[config.mk]
export PLATFORM = sky130hd
export DESIGN_NAME = spv_pad_ctrl
export DESIGN_NICKNAME = d
export VERILOG_FILES = /design/src/include/spv_pkg.sv /design/src/logic/spv_pad_sync.sv /design/src/logic/spv_frame_pulse.sv /design/src/logic/spv_pad_ctrl.sv
export VERILOG_INCLUDE_DIRS = /design/src /design/src/include
export SDC_FILE = /design/constraint.sdc
export NUM_CORES = 1
export LEC_CHECK = 0
export ABC_CLOCK_PERIOD_IN_PS = 2400
export BUFFER_PORTS_ARGS = -buffer_cell sky130_fd_sc_hd__buf_2
export CORE_MARGIN = 8
export CORE_UTILIZATION = 61
export DETAILED_ROUTE_END_ITERATION = 10
export HOLD_SLACK_MARGIN = 0.03
export PLACE_DENSITY = 0.83
export SYNTH_ARGS = -nofsm -noshare
export SYNTH_HDL_FRONTEND = slang
export SYNTH_SLANG_ARGS = --single-unit
[constraint.sdc]
create_clock -name ref_clk -period 2.4 [get_ports ref_clk]
set_input_delay 0.24 -clock ref_clk [delete_from_list [all_inputs] [get_ports ref_clk]]
set_output_delay 0.24 -clock ref_clk [all_outputs]
set_load 0.05 [all_outputs]
[src/include/spv_regs.svh]
// register map, bit positions, reset values and mode codes for the
// sensor pad control and frame pulse block
// assumes: included by bare name from package and design modules
`ifndef SPV_REGS_SVH
`define SPV_REGS_SVH

`define SPV_ADDR_DRIVE 16'h3001
`define SPV_ADDR_DIR_A 16'h3002
`define SPV_ADDR_FS_DIR 16'h3004
`define SPV_ADDR_FORCE_A 16'h3006
`define SPV_ADDR_GP_FORCE 16'h3008
`define SPV_ADDR_PAD_LEVEL 16'h300A
`define SPV_ADDR_SEL_A 16'h3024
`define SPV_ADDR_GP_SEL 16'h3026
`define SPV_ADDR_GP_CHOICE 16'h3667
`define SPV_ADDR_LED_SEL 16'h3907
`define SPV_ADDR_MODE 16'h4310
`define SPV_ADDR_WIDTH_HI 16'h4311
`define SPV_ADDR_WIDTH_LO 16'h4312
`define SPV_ADDR_DELAY_B2 16'h4314
`define SPV_ADDR_DELAY_B1 16'h4315
`define SPV_ADDR_DELAY_B0 16'h4316

`define SPV_DRIVE_LSB 0
`define SPV_DRIVE_MSB 1
`define SPV_GP_DIR_BIT 0
`define SPV_ST_DIR_BIT 3
`define SPV_FS_DIR_BIT 7
`define SPV_FS_SEL_BIT 7
`define SPV_FS_VAL_BIT 7
`define SPV_ST_SEL_BIT 2
`define SPV_ST_VAL_BIT 2
`define SPV_LED_DIR_BIT 5
`define SPV_GP_SEL_BIT 4
`define SPV_GP_VAL_BIT 4
`define SPV_GP_CHOICE_BIT 4
`define SPV_LED_SEL_BIT 7
`define SPV_MODE_LSB 0
`define SPV_MODE_MSB 1

`define SPV_RST_BYTE 8'h00
`define SPV_RST_MODE 8'h01
`define SPV_MODE_OFF 2'h0
`define SPV_MODE_SOF 2'h1
`define SPV_MODE_EOF 2'h2
`define SPV_MODE_LONG 2'h3

`endif

[src/include/spv_pkg.sv]
// types shared by the pad control top and the frame pulse generator
// assumes: spv_regs.svh is on the include path
`include "spv_regs.svh"
package spv_pkg;

    typedef logic [1:0] spv_mode_t;

    typedef enum logic [4:0] {
        SPV_IDLE  = 5'h01,
        SPV_DELAY = 5'h02,
        SPV_HIGH  = 5'h04,
        SPV_HOLD  = 5'h08,
        SPV_TAIL  = 5'h10
    } spv_state_e;

    typedef struct packed {
        spv_state_e state;
        logic [23:0] cnt;
        logic pulse;
    } spv_gen_s;

    typedef struct packed {
        logic [3:0] s1;
        logic [3:0] s2;
    } spv_sync_s;

    typedef struct packed {
        logic [7:0] drive;
        logic [7:0] dir_a;
        logic [7:0] fs_dir;
        logic [7:0] force_a;
        logic [7:0] gp_force;
        logic [7:0] sel_a;
        logic [7:0] gp_sel;
        logic [7:0] gp_choice;
        logic [7:0] led_sel;
        logic [7:0] mode;
        logic [7:0] width_hi;
        logic [7:0] width_lo;
        logic [7:0] delay_b2;
        logic [7:0] delay_b1;
        logic [7:0] delay_b0;
        logic [7:0] rdata;
        logic rvalid;
        logic [1:0] drive_code;
        logic fs_out;
        logic fs_oe_n;
        logic st_out;
        logic st_oe_n;
        logic led_out;
        logic led_oe_n;
        logic gp_out;
        logic gp_oe_n;
    } spv_top_s;

endpackage

[src/logic/spv_pad_sync.sv]
// two-flop synchroniser for the pad input levels
// assumes: pad levels may change at any time relative to ref_clk
`timescale 1ns/100ps
module spv_pad_sync (
    input wire logic ref_clk,
    input wire logic reset,
    input wire logic [3:0] d,
    output logic [3:0] q
);
    import spv_pkg::*;

    spv_sync_s r;
    spv_sync_s next_r;

    // first stage feeds only the second stage
    always_comb begin
        next_r = r;
        next_r.s1 = d;
        next_r.s2 = r.s1;
    end

    always_ff @(posedge ref_clk) begin
        if (reset) begin
            r <= '0;
        end else begin
            r <= next_r;
        end
    end

    assign q = r.s2;

    property p_sync_two;
        @(posedge ref_clk) disable iff (reset)
        !reset [*3] |-> q == $past(d, 2);
    endproperty
    a_sync_two: assert property (p_sync_two)
        else $error("pad level not seen two cycles later");

endmodule

[src/logic/spv_frame_pulse.sv]
// frame pulse generator: start, end or long mode, counted in clocks
// assumes: sof and eof are one-cycle pulses in ref_clk domain
`timescale 1ns/100ps
`include "spv_regs.svh"
module spv_frame_pulse (
    input wire logic ref_clk,
    input wire logic reset,
    input wire spv_pkg::spv_mode_t mode,
    input wire logic [23:0] delay,
    input wire logic [15:0] width,
    input wire logic sof,
    input wire logic eof,
    output logic pulse
);
    import spv_pkg::*;

    spv_gen_s r;
    spv_gen_s next_r;
    logic trig;
    logic [23:0] width_ext;

    always_comb begin
        next_r = r;
        width_ext = {8'h00, width};
        trig = ((mode == `SPV_MODE_SOF) && sof) ||
            ((mode == `SPV_MODE_EOF) && eof) ||
            ((mode == `SPV_MODE_LONG) && eof);
        case (r.state)
            SPV_IDLE: begin
                if (trig) begin
                    next_r.cnt = delay;
                    next_r.state = SPV_DELAY;
                end
            end
            SPV_DELAY: begin
                // one count is one clock
                if (r.cnt == 24'h00_0000) begin
                    next_r.pulse = 1'b1;
                    next_r.cnt = width_ext;
                    next_r.state = (mode == `SPV_MODE_LONG) ?
                        SPV_HOLD : SPV_HIGH;
                end else begin
                    next_r.cnt = r.cnt - 24'h00_0001;
                end
            end
            SPV_HIGH: begin
                if (r.cnt <= 24'h00_0001) begin
                    next_r.pulse = 1'b0;
                    next_r.state = SPV_IDLE;
                end else begin
                    next_r.cnt = r.cnt - 24'h00_0001;
                end
            end
            SPV_HOLD: begin
                // long pulse stays up until the next frame start, then for width more clocks in the tail
                if (sof) begin
                    next_r.cnt = width_ext;
                    next_r.state = SPV_TAIL;
                end
            end
            SPV_TAIL: begin
                if (r.cnt <= 24'h00_0001) begin
                    next_r.pulse = 1'b0;
                    next_r.state = SPV_IDLE;
                end else begin
                    next_r.cnt = r.cnt - 24'h00_0001;
                end
            end
            default: begin
                next_r.state = SPV_IDLE;
                next_r.pulse = 1'b0;
            end
        endcase
        // mode off aborts any pulse in flight
        if (mode == `SPV_MODE_OFF) begin
            next_r.state = SPV_IDLE;
            next_r.pulse = 1'b0;
        end
    end

    always_ff @(posedge ref_clk) begin
        if (reset) begin
            r.state <= SPV_IDLE;
            r.cnt <= 24'h00_0000;
            r.pulse <= 1'b0;
        end else begin
            r <= next_r;
        end
    end

    assign pulse = r.pulse;

    property p_sof_trig;
        @(posedge ref_clk) disable iff (reset)
        (r.state == SPV_IDLE && mode == `SPV_MODE_SOF && sof) |=>
            (r.state == SPV_DELAY && r.cnt == $past(delay));
    endproperty
    a_sof_trig: assert property (p_sof_trig)
        else $error("start of frame did not arm the delay");

    property p_eof_only;
        @(posedge ref_clk) disable iff (reset)
        (r.state == SPV_IDLE && mode == `SPV_MODE_EOF && sof && !eof)
            |=> r.state == SPV_IDLE;
    endproperty
    a_eof_only: assert property (p_eof_only)
        else $error("end mode fired on start of frame");

    property p_rise;
        @(posedge ref_clk) disable iff (reset)
        (r.state == SPV_DELAY && r.cnt == 24'h00_0000 &&
            mode != `SPV_MODE_OFF) |=> pulse;
    endproperty
    a_rise: assert property (p_rise)
        else $error("pulse did not rise after delay");

    property p_step;
        @(posedge ref_clk) disable iff (reset)
        (r.state == SPV_DELAY && r.cnt != 24'h00_0000 &&
            mode != `SPV_MODE_OFF) |=>
            (r.cnt == $past(r.cnt) - 24'h00_0001 && !pulse);
    endproperty
    a_step: assert property (p_step)
        else $error("delay count not one per clock");

    property p_width_end;
        @(posedge ref_clk) disable iff (reset)
        (r.state == SPV_HIGH && r.cnt <= 24'h00_0001) |=>
            (!pulse && r.state == SPV_IDLE);
    endproperty
    a_width_end: assert property (p_width_end)
        else $error("pulse did not fall at width end");

    property p_long_tail;
        @(posedge ref_clk) disable iff (reset)
        (r.state == SPV_HOLD && sof && mode == `SPV_MODE_LONG) |=>
            (r.state == SPV_TAIL && pulse &&
            r.cnt == $past(width_ext));
    endproperty
    a_long_tail: assert property (p_long_tail)
        else $error("long pulse tail not started by frame start");

    property p_long_hold;
        @(posedge ref_clk) disable iff (reset)
        (r.state == SPV_HOLD && !sof && mode == `SPV_MODE_LONG) |=>
            (pulse && r.state == SPV_HOLD);
    endproperty
    a_long_hold: assert property (p_long_hold)
        else $error("long pulse dropped before frame start");

endmodule

[src/logic/spv_pad_ctrl.sv]
// sensor pad control top: register file, pad source muxes and
// frame pulse output on the shared frame sync and general pads
// assumes: serial control bus slave outside presents byte accesses
// here as one-cycle strobes; pad wires are resolved outside from
// the active-low enables
`timescale 1ns/100ps
`include "spv_regs.svh"

// Behaviour
// - drive strength code 1x to 4x
// - general pad direction from bit 0
// - general pad source: datapath or register
// - forced general pad level from bit 4
// - general datapath picks frame or line sync
// - frame sync pad direction from bit 7
// - frame sync pad source and forced level
// - strobe pad direction from bit 3
// - strobe pad source and forced level
// - led pad direction from bit 5
// - led pad driven by debug or generator
// - three byte delay before pulse rise
// - two byte width sets pulse length
// - one count equals one clock
// - mode one triggers on frame start
// - mode two triggers on frame end
// - mode three long pulse, end then start
// - frame sync pad is input or output
// - general pad carries syncs or plain io
module spv_pad_ctrl (
    input wire logic ref_clk,
    input wire logic reset,
    input wire logic [15:0] reg_addr,
    input wire logic [7:0] reg_wdata,
    input wire logic reg_we,
    input wire logic reg_re,
    output logic [7:0] reg_rdata,
    output logic reg_rvalid,
    input wire logic sof,
    input wire logic eof,
    input wire logic hsync,
    input wire logic strobe_src,
    input wire logic led_gen,
    input wire logic led_debug,
    input wire logic frame_sync_in_pad_in,
    output logic frame_sync_in_pad_out,
    output logic frame_sync_in_pad_oe_n,
    input wire logic strobe_pad_in,
    output logic strobe_pad_out,
    output logic strobe_pad_oe_n,
    input wire logic led_pad_in,
    output logic led_pad_out,
    output logic led_pad_oe_n,
    input wire logic general_pad_in,
    output logic general_pad_out,
    output logic general_pad_oe_n,
    output logic [1:0] pad_drive_code,
    output logic [3:0] pad_level,
    output logic frame_pulse
);
    import spv_pkg::*;

    spv_top_s r;
    spv_top_s next_r;
    logic [3:0] pad_raw;
    logic [3:0] pad_sync;
    logic gen_pulse;
    logic [23:0] delay_word;
    logic [15:0] width_word;
    logic gp_normal;
    logic [1:0] fs_pad;
    logic [1:0] st_pad;
    logic [1:0] gp_pad;
    logic [7:0] level_byte;

    // returns {out, oe_n}; an input pad drives low with enable off
    function automatic logic [1:0] pad_mux(
        input logic is_out,
        input logic use_reg,
        input logic reg_val,
        input logic normal
    );
        logic v;
        v = use_reg ? reg_val : normal;
        if (is_out) begin
            pad_mux = {v, 1'b0};
        end else begin
            pad_mux = {1'b0, 1'b1};
        end
    endfunction

    assign pad_raw = {general_pad_in, led_pad_in, strobe_pad_in,
        frame_sync_in_pad_in};

    spv_pad_sync u_sync (
        .ref_clk(ref_clk),
        .reset(reset),
        .d(pad_raw),
        .q(pad_sync)
    );

    assign delay_word = {r.delay_b2, r.delay_b1, r.delay_b0};
    assign width_word = {r.width_hi, r.width_lo};

    spv_frame_pulse u_pulse (
        .ref_clk(ref_clk),
        .reset(reset),
        .mode(r.mode[`SPV_MODE_MSB:`SPV_MODE_LSB]),
        .delay(delay_word),
        .width(width_word),
        .sof(sof),
        .eof(eof),
        .pulse(gen_pulse)
    );

    always_comb begin
        next_r = r;
        next_r.rvalid = 1'b0;
        level_byte = 8'h00;
        level_byte[`SPV_FS_VAL_BIT] = pad_sync[0];
        level_byte[`SPV_ST_VAL_BIT] = pad_sync[1];
        level_byte[`SPV_LED_DIR_BIT] = pad_sync[2];
        level_byte[`SPV_GP_VAL_BIT] = pad_sync[3];

        // write decode; unmapped and read-only addresses ignore data
        if (reg_we) begin
            if (reg_addr == `SPV_ADDR_DRIVE) begin
                next_r.drive = reg_wdata;
            end else if (reg_addr == `SPV_ADDR_DIR_A) begin
                next_r.dir_a = reg_wdata;
            end else if (reg_addr == `SPV_ADDR_FS_DIR) begin
                next_r.fs_dir = reg_wdata;
            end else if (reg_addr == `SPV_ADDR_FORCE_A) begin
                next_r.force_a = reg_wdata;
            end else if (reg_addr == `SPV_ADDR_GP_FORCE) begin
                next_r.gp_force = reg_wdata;
            end else if (reg_addr == `SPV_ADDR_SEL_A) begin
                next_r.sel_a = reg_wdata;
            end else if (reg_addr == `SPV_ADDR_GP_SEL) begin
                next_r.gp_sel = reg_wdata;
            end else if (reg_addr == `SPV_ADDR_GP_CHOICE) begin
                next_r.gp_choice = reg_wdata;
            end else if (reg_addr == `SPV_ADDR_LED_SEL) begin
                next_r.led_sel = reg_wdata;
            end else if (reg_addr == `SPV_ADDR_MODE) begin
                next_r.mode = reg_wdata;
            end else if (reg_addr == `SPV_ADDR_WIDTH_HI) begin
                next_r.width_hi = reg_wdata;
            end else if (reg_addr == `SPV_ADDR_WIDTH_LO) begin
                next_r.width_lo = reg_wdata;
            end else if (reg_addr == `SPV_ADDR_DELAY_B2) begin
                next_r.delay_b2 = reg_wdata;
            end else if (reg_addr == `SPV_ADDR_DELAY_B1) begin
                next_r.delay_b1 = reg_wdata;
            end else if (reg_addr == `SPV_ADDR_DELAY_B0) begin
                next_r.delay_b0 = reg_wdata;
            end
        end

        // read decode; unmapped addresses answer zero
        if (reg_re) begin
            next_r.rvalid = 1'b1;
            if (reg_addr == `SPV_ADDR_DRIVE) begin
                next_r.rdata = r.drive;
            end else if (reg_addr == `SPV_ADDR_DIR_A) begin
                next_r.rdata = r.dir_a;
            end else if (reg_addr == `SPV_ADDR_FS_DIR) begin
                next_r.rdata = r.fs_dir;
            end else if (reg_addr == `SPV_ADDR_FORCE_A) begin
                next_r.rdata = r.force_a;
            end else if (reg_addr == `SPV_ADDR_GP_FORCE) begin
                next_r.rdata = r.gp_force;
            end else if (reg_addr == `SPV_ADDR_PAD_LEVEL) begin
                next_r.rdata = level_byte;
            end else if (reg_addr == `SPV_ADDR_SEL_A) begin
                next_r.rdata = r.sel_a;
            end else if (reg_addr == `SPV_ADDR_GP_SEL) begin
                next_r.rdata = r.gp_sel;
            end else if (reg_addr == `SPV_ADDR_GP_CHOICE) begin
                next_r.rdata = r.gp_choice;
            end else if (reg_addr == `SPV_ADDR_LED_SEL) begin
                next_r.rdata = r.led_sel;
            end else if (reg_addr == `SPV_ADDR_MODE) begin
                next_r.rdata = r.mode;
            end else if (reg_addr == `SPV_ADDR_WIDTH_HI) begin
                next_r.rdata = r.width_hi;
            end else if (reg_addr == `SPV_ADDR_WIDTH_LO) begin
                next_r.rdata = r.width_lo;
            end else if (reg_addr == `SPV_ADDR_DELAY_B2) begin
                next_r.rdata = r.delay_b2;
            end else if (reg_addr == `SPV_ADDR_DELAY_B1) begin
                next_r.rdata = r.delay_b1;
            end else if (reg_addr == `SPV_ADDR_DELAY_B0) begin
                next_r.rdata = r.delay_b0;
            end else begin
                next_r.rdata = 8'h00;
            end
        end

        // pads follow the registers one clock later, so every pad
        // pin comes from a flop and never glitches on a mux change
        next_r.drive_code = r.drive[`SPV_DRIVE_MSB:`SPV_DRIVE_LSB];

        fs_pad = pad_mux(r.fs_dir[`SPV_FS_DIR_BIT],
            r.sel_a[`SPV_FS_SEL_BIT],
            r.force_a[`SPV_FS_VAL_BIT], gen_pulse);
        next_r.fs_out = fs_pad[1];
        next_r.fs_oe_n = fs_pad[0];

        st_pad = pad_mux(r.dir_a[`SPV_ST_DIR_BIT],
            r.sel_a[`SPV_ST_SEL_BIT],
            r.force_a[`SPV_ST_VAL_BIT], strobe_src);
        next_r.st_out = st_pad[1];
        next_r.st_oe_n = st_pad[0];

        gp_normal = r.gp_choice[`SPV_GP_CHOICE_BIT] ?
            hsync : gen_pulse;
        gp_pad = pad_mux(r.dir_a[`SPV_GP_DIR_BIT],
            r.gp_sel[`SPV_GP_SEL_BIT],
            r.gp_force[`SPV_GP_VAL_BIT], gp_normal);
        next_r.gp_out = gp_pad[1];
        next_r.gp_oe_n = gp_pad[0];

        // the led pad has no forced level; its select picks the source
        if (r.sel_a[`SPV_LED_DIR_BIT]) begin
            next_r.led_out = r.led_sel[`SPV_LED_SEL_BIT] ?
                led_gen : led_debug;
            next_r.led_oe_n = 1'b0;
        end else begin
            next_r.led_out = 1'b0;
            next_r.led_oe_n = 1'b1;
        end
    end

    always_ff @(posedge ref_clk) begin
        if (reset) begin
            r <= '0;
            r.mode <= `SPV_RST_MODE;
            r.fs_oe_n <= 1'b1;
            r.st_oe_n <= 1'b1;
            r.led_oe_n <= 1'b1;
            r.gp_oe_n <= 1'b1;
        end else begin
            r <= next_r;
        end
    end

    assign reg_rdata = r.rdata;
    assign reg_rvalid = r.rvalid;
    assign pad_drive_code = r.drive_code;
    assign frame_sync_in_pad_out = r.fs_out;
    assign frame_sync_in_pad_oe_n = r.fs_oe_n;
    assign strobe_pad_out = r.st_out;
    assign strobe_pad_oe_n = r.st_oe_n;
    assign led_pad_out = r.led_out;
    assign led_pad_oe_n = r.led_oe_n;
    assign general_pad_out = r.gp_out;
    assign general_pad_oe_n = r.gp_oe_n;
    assign pad_level = pad_sync;
    assign frame_pulse = gen_pulse;

    property p_drive;
        @(posedge ref_clk) disable iff (reset)
        (reg_we && reg_addr == `SPV_ADDR_DRIVE) |=> ##1
            pad_drive_code == $past(reg_wdata[1:0], 2);
    endproperty
    a_drive: assert property (p_drive)
        else $error("drive code does not follow its register");

    property p_gp_input;
        @(posedge ref_clk) disable iff (reset)
        !r.dir_a[`SPV_GP_DIR_BIT] |=>
            (general_pad_oe_n && !general_pad_out);
    endproperty
    a_gp_input: assert property (p_gp_input)
        else $error("general pad driven while input");

    property p_gp_forced;
        @(posedge ref_clk) disable iff (reset)
        (r.dir_a[`SPV_GP_DIR_BIT] && r.gp_sel[`SPV_GP_SEL_BIT]) |=>
            (!general_pad_oe_n &&
            general_pad_out == $past(r.gp_force[`SPV_GP_VAL_BIT]));
    endproperty
    a_gp_forced: assert property (p_gp_forced)
        else $error("general pad not at forced level");

    property p_gp_line;
        @(posedge ref_clk) disable iff (reset)
        (r.dir_a[`SPV_GP_DIR_BIT] && !r.gp_sel[`SPV_GP_SEL_BIT] &&
            r.gp_choice[`SPV_GP_CHOICE_BIT]) |=>
            general_pad_out == $past(hsync);
    endproperty
    a_gp_line: assert property (p_gp_line)
        else $error("general pad not carrying line sync");

    property p_fs_pulse;
        @(posedge ref_clk) disable iff (reset)
        (r.fs_dir[`SPV_FS_DIR_BIT] && !r.sel_a[`SPV_FS_SEL_BIT]) |=>
            (!frame_sync_in_pad_oe_n &&
            frame_sync_in_pad_out == $past(gen_pulse));
    endproperty
    a_fs_pulse: assert property (p_fs_pulse)
        else $error("frame sync pad not carrying frame pulse");

    property p_fs_input;
        @(posedge ref_clk) disable iff (reset)
        !r.fs_dir[`SPV_FS_DIR_BIT] |=> frame_sync_in_pad_oe_n;
    endproperty
    a_fs_input: assert property (p_fs_input)
        else $error("frame sync pad driven while input");

    property p_strobe;
        @(posedge ref_clk) disable iff (reset)
        (r.dir_a[`SPV_ST_DIR_BIT] && r.sel_a[`SPV_ST_SEL_BIT]) |=>
            (!strobe_pad_oe_n &&
            strobe_pad_out == $past(r.force_a[`SPV_ST_VAL_BIT]));
    endproperty
    a_strobe: assert property (p_strobe)
        else $error("strobe pad not at forced level");

    property p_led;
        @(posedge ref_clk) disable iff (reset)
        (r.sel_a[`SPV_LED_DIR_BIT] && r.led_sel[`SPV_LED_SEL_BIT]) |=>
            (!led_pad_oe_n && led_pad_out == $past(led_gen));
    endproperty
    a_led: assert property (p_led)
        else $error("led pad not following generator");

endmodule

==> qor.yml <==
outcome:
  status: "finished, final reports clean"
clocking:
  cts_root_buf: "clkbuf_16"
  cts_sinks: 177
  htreeDepth: 4
  cts_made_buffers: 17
  cts_buffer_depth: 2
  clk_latency_ps: 440
  cts.clk_slew.worst_paths_ps: 70
  tritoncts: "done"
timing:
  fmax_mhz: 433
  setup_ws_ps: 90.6
  setup_violations: 0
  tightestPinTransition_ps: 700
  rsz0062_at_grt: "no"
  finalCritPeriodShare_pct: 96.2
  finalCriticalPeriod_ps: 2310
  finClkSkew_ps: 8.29
  hold_violations: 0
  maxSlewHeadroom_pct: 53.3
  tns_ps: 0
  slew_viol_final: 0
flow_run:
  drv.max_cap_violation_count: 0
critical_path:
  cpLargestDelayFamily: "compound AO/OA/AOI/OAI gates"
  path_cells: "nor4_2 -> and4b_1 -> a31o_2 -> nand2_4 -> a222oi_1 -> o32ai_1"
  critPathSlowestCell: "a222oi_1"
  start_kind: "register"
  cp_slowest_stage_delay_ps: 520
  crit_path_end_kind: "register"
  cp_max_fo: 18
  cp.arrival_ps: 2610
  rr_startpoint: "u_pulse.r[10]$_SDFFE_PP0P_"
  path_buf_inv: 0
  path_class: "reg -> reg"
  startpoint: "u_pulse.r[10]$_SDFFE_PP0P_"
  cp.required_ps: 2700
final_layout:
  final_nets: 1238
  final_cell_mix: "dfxtp_1, nand2_1, nor2_1, a21oi_1, buf_4"
  antenna_cells: 0
  area_delta_synth_final_pct: 15.4
  drive_gt1_share_pct: 18.3
  final-instance-count-excl-fill: 1398
  utilization_pct: 71.0
  final_common_cell: "dfxtp_1"
power:
  powerDensity_nw_per_um2: 790
  leakage_nw: 4.28
  ir_drop_mv: 0.527
synthesis:
  synth_top_cell_area_share_pct: 38.5
  seq_area_frac_synth_pct: 38.5
  postSynth.asyncResetShare_pct: 0
  yosys.cell_types.count: 85
  synth_area_leaders: "dfxtp_1, mux2i_1, nand2_1"
  synth_edf_count: 0
  ys.flop_type: "dfxtp_1"
  syn-mean-instance-area_sq_um: 8.24
  syn_nets: 1159
  synth.largest_area_cell: "dfxtp_1"
  ys_seq_elements: 177
  ys.warnings.count: 0
  synthCells: 1118
  synth_area_sq_um: 9210
die:
  rows: 45
  die_height_um: 139
  core_sq_um: 15000
  start_util_pct: 61.5
  io_pins: 62
  die_w_um: 139
  dieArea_sq_um: 19300
placement:
  port_buffers: 61
  pre_cts_slack_ps: 88.4
  dpl.hpwl_um: 21700
  dp_cells: 1362
  place.gp.congestion: 1.01
global_routing:
  grt_pass1_vias: 8725
  overflow: 0
  grt_max_degree: 58
  antenna_found_initial: 0
  grt_pass1_wl_um: 47500
  grt_use_total_pct: 31.0
routing:
  drtIter0Drc: 1092
  routed.top_layer: "met4"
  dr.pass1.iters: 6
  wl_met1_um: 11700
  vias: 9357
  route.detailed.drc: 0
  wl_met2_um: 14200
  wl_um: 30600
  post_drt_wl_per_cell_um: 21.9
  vias_per_cell: 6.69
  ant_nets: 0
  wl_met3_um: 2920
min_path:
  hp-class: "in -> reg"
  min_from: "led_debug"
report_power, final:
group	total [W]	switching [W]	internal (W)
clock network	0.00297	0.00127	0.00170
registers	0.00309	0.0000839	0.00301
logic	0.00233	0.00146	0.000877
state kept, by name, summed over array words and instances (netlist names), 2 cells and up:
register	flops
pad_drive_code	2
u_sync.next_r	4
u_sync.q	4
next_r	2
delay_word	24
reg_rdata	8
u_pulse.r	29
r	94
tightest hold or removal path: stages:
cell and delay, ps:
buf_2 80, mux2i_1 70, nor2_1 80
final cells by class:
cell class,instances,area [sq um]
multi-input combinational,825,5150
fill,1211,4340
sequential,177,3540
timing repair buffer,149,978
clock buffer,18,439
tap,188,235
clock inverter,14,189
inverter,27,101
synthesized netlist by cell type, types with 8 or more instances:
master,n
nor3_1,23
nand2_1,175
a221oi_1,14
mux2i_1,70
nor4_1,8
buf_2,18
clkbuf_1,48
a21oi_1,104
o221ai_1,9
nand4_1,12
o21ai_0,28
inv_1,27
nor2_1,108
buf_4,12
a22oi_1,14
nand2b_1,9
o32ai_1,15
o211ai_1,9
o21a_1,8
nand3_1,18
nor2b_1,23
a32oi_1,10
dfxtp_1,177
per-layer routing:
| metal | vias up | track usage [%] |
|---|---|---|
| met1 | 4396 | 37.1 |
| met4 | 0 | 17.9 |
| li1 | 4203 | - |
| met5 | - | 0 |
| met3 | 148 | 6.92 |
| met2 | 610 | 50.4 |
through the flow:
stage          power, W  area (sq um)  hold WS, ps
4_1_cts         0.00830         10600         42.1
3_5_place_dp    0.00536          9940          407
3_3_place_gp    0.00532          9940          412
2_1_floorplan   0.00481          9210          368
5_1_grt         0.00872         10600         57.9
6_report        0.00840         10600         55.1
timing repair:
action	CTS	global route
hold endpoints to repair	4	0
hold buffers	4	0
endpoints found under the setup margin	0	17
setup buffers	0	0
resized for setup	0	5
cells by family (layout without fill, tap and decap cells):
family          count (synthesis)  after routing  synth area share (%)
flops                         177            177                  38.5
buf+inv                       116            208                  5.96
compound gates                284            284                  21.1
simple gates                  457            457                  25.4
xor+xnor                        8              8                 0.761
mux                            73             73                  7.97
fa+ha+maj                       3              3                 0.407
final timing paths:
kind	slack (ps)	cells past startpoint	to
hold reg to reg	420	1	strobe_pad_oe_n$_SDFF_PP1_
setup reg to reg	90	6	u_pulse.r[10]$_SDFFE_PP0P_
hold / removal	60	3	led_pad_out$_SDFF_PP0_
setup / recovery	90	6	u_pulse.r[10]$_SDFFE_PP0P_
Note: power is estimated with default switching activity, not from simulation.
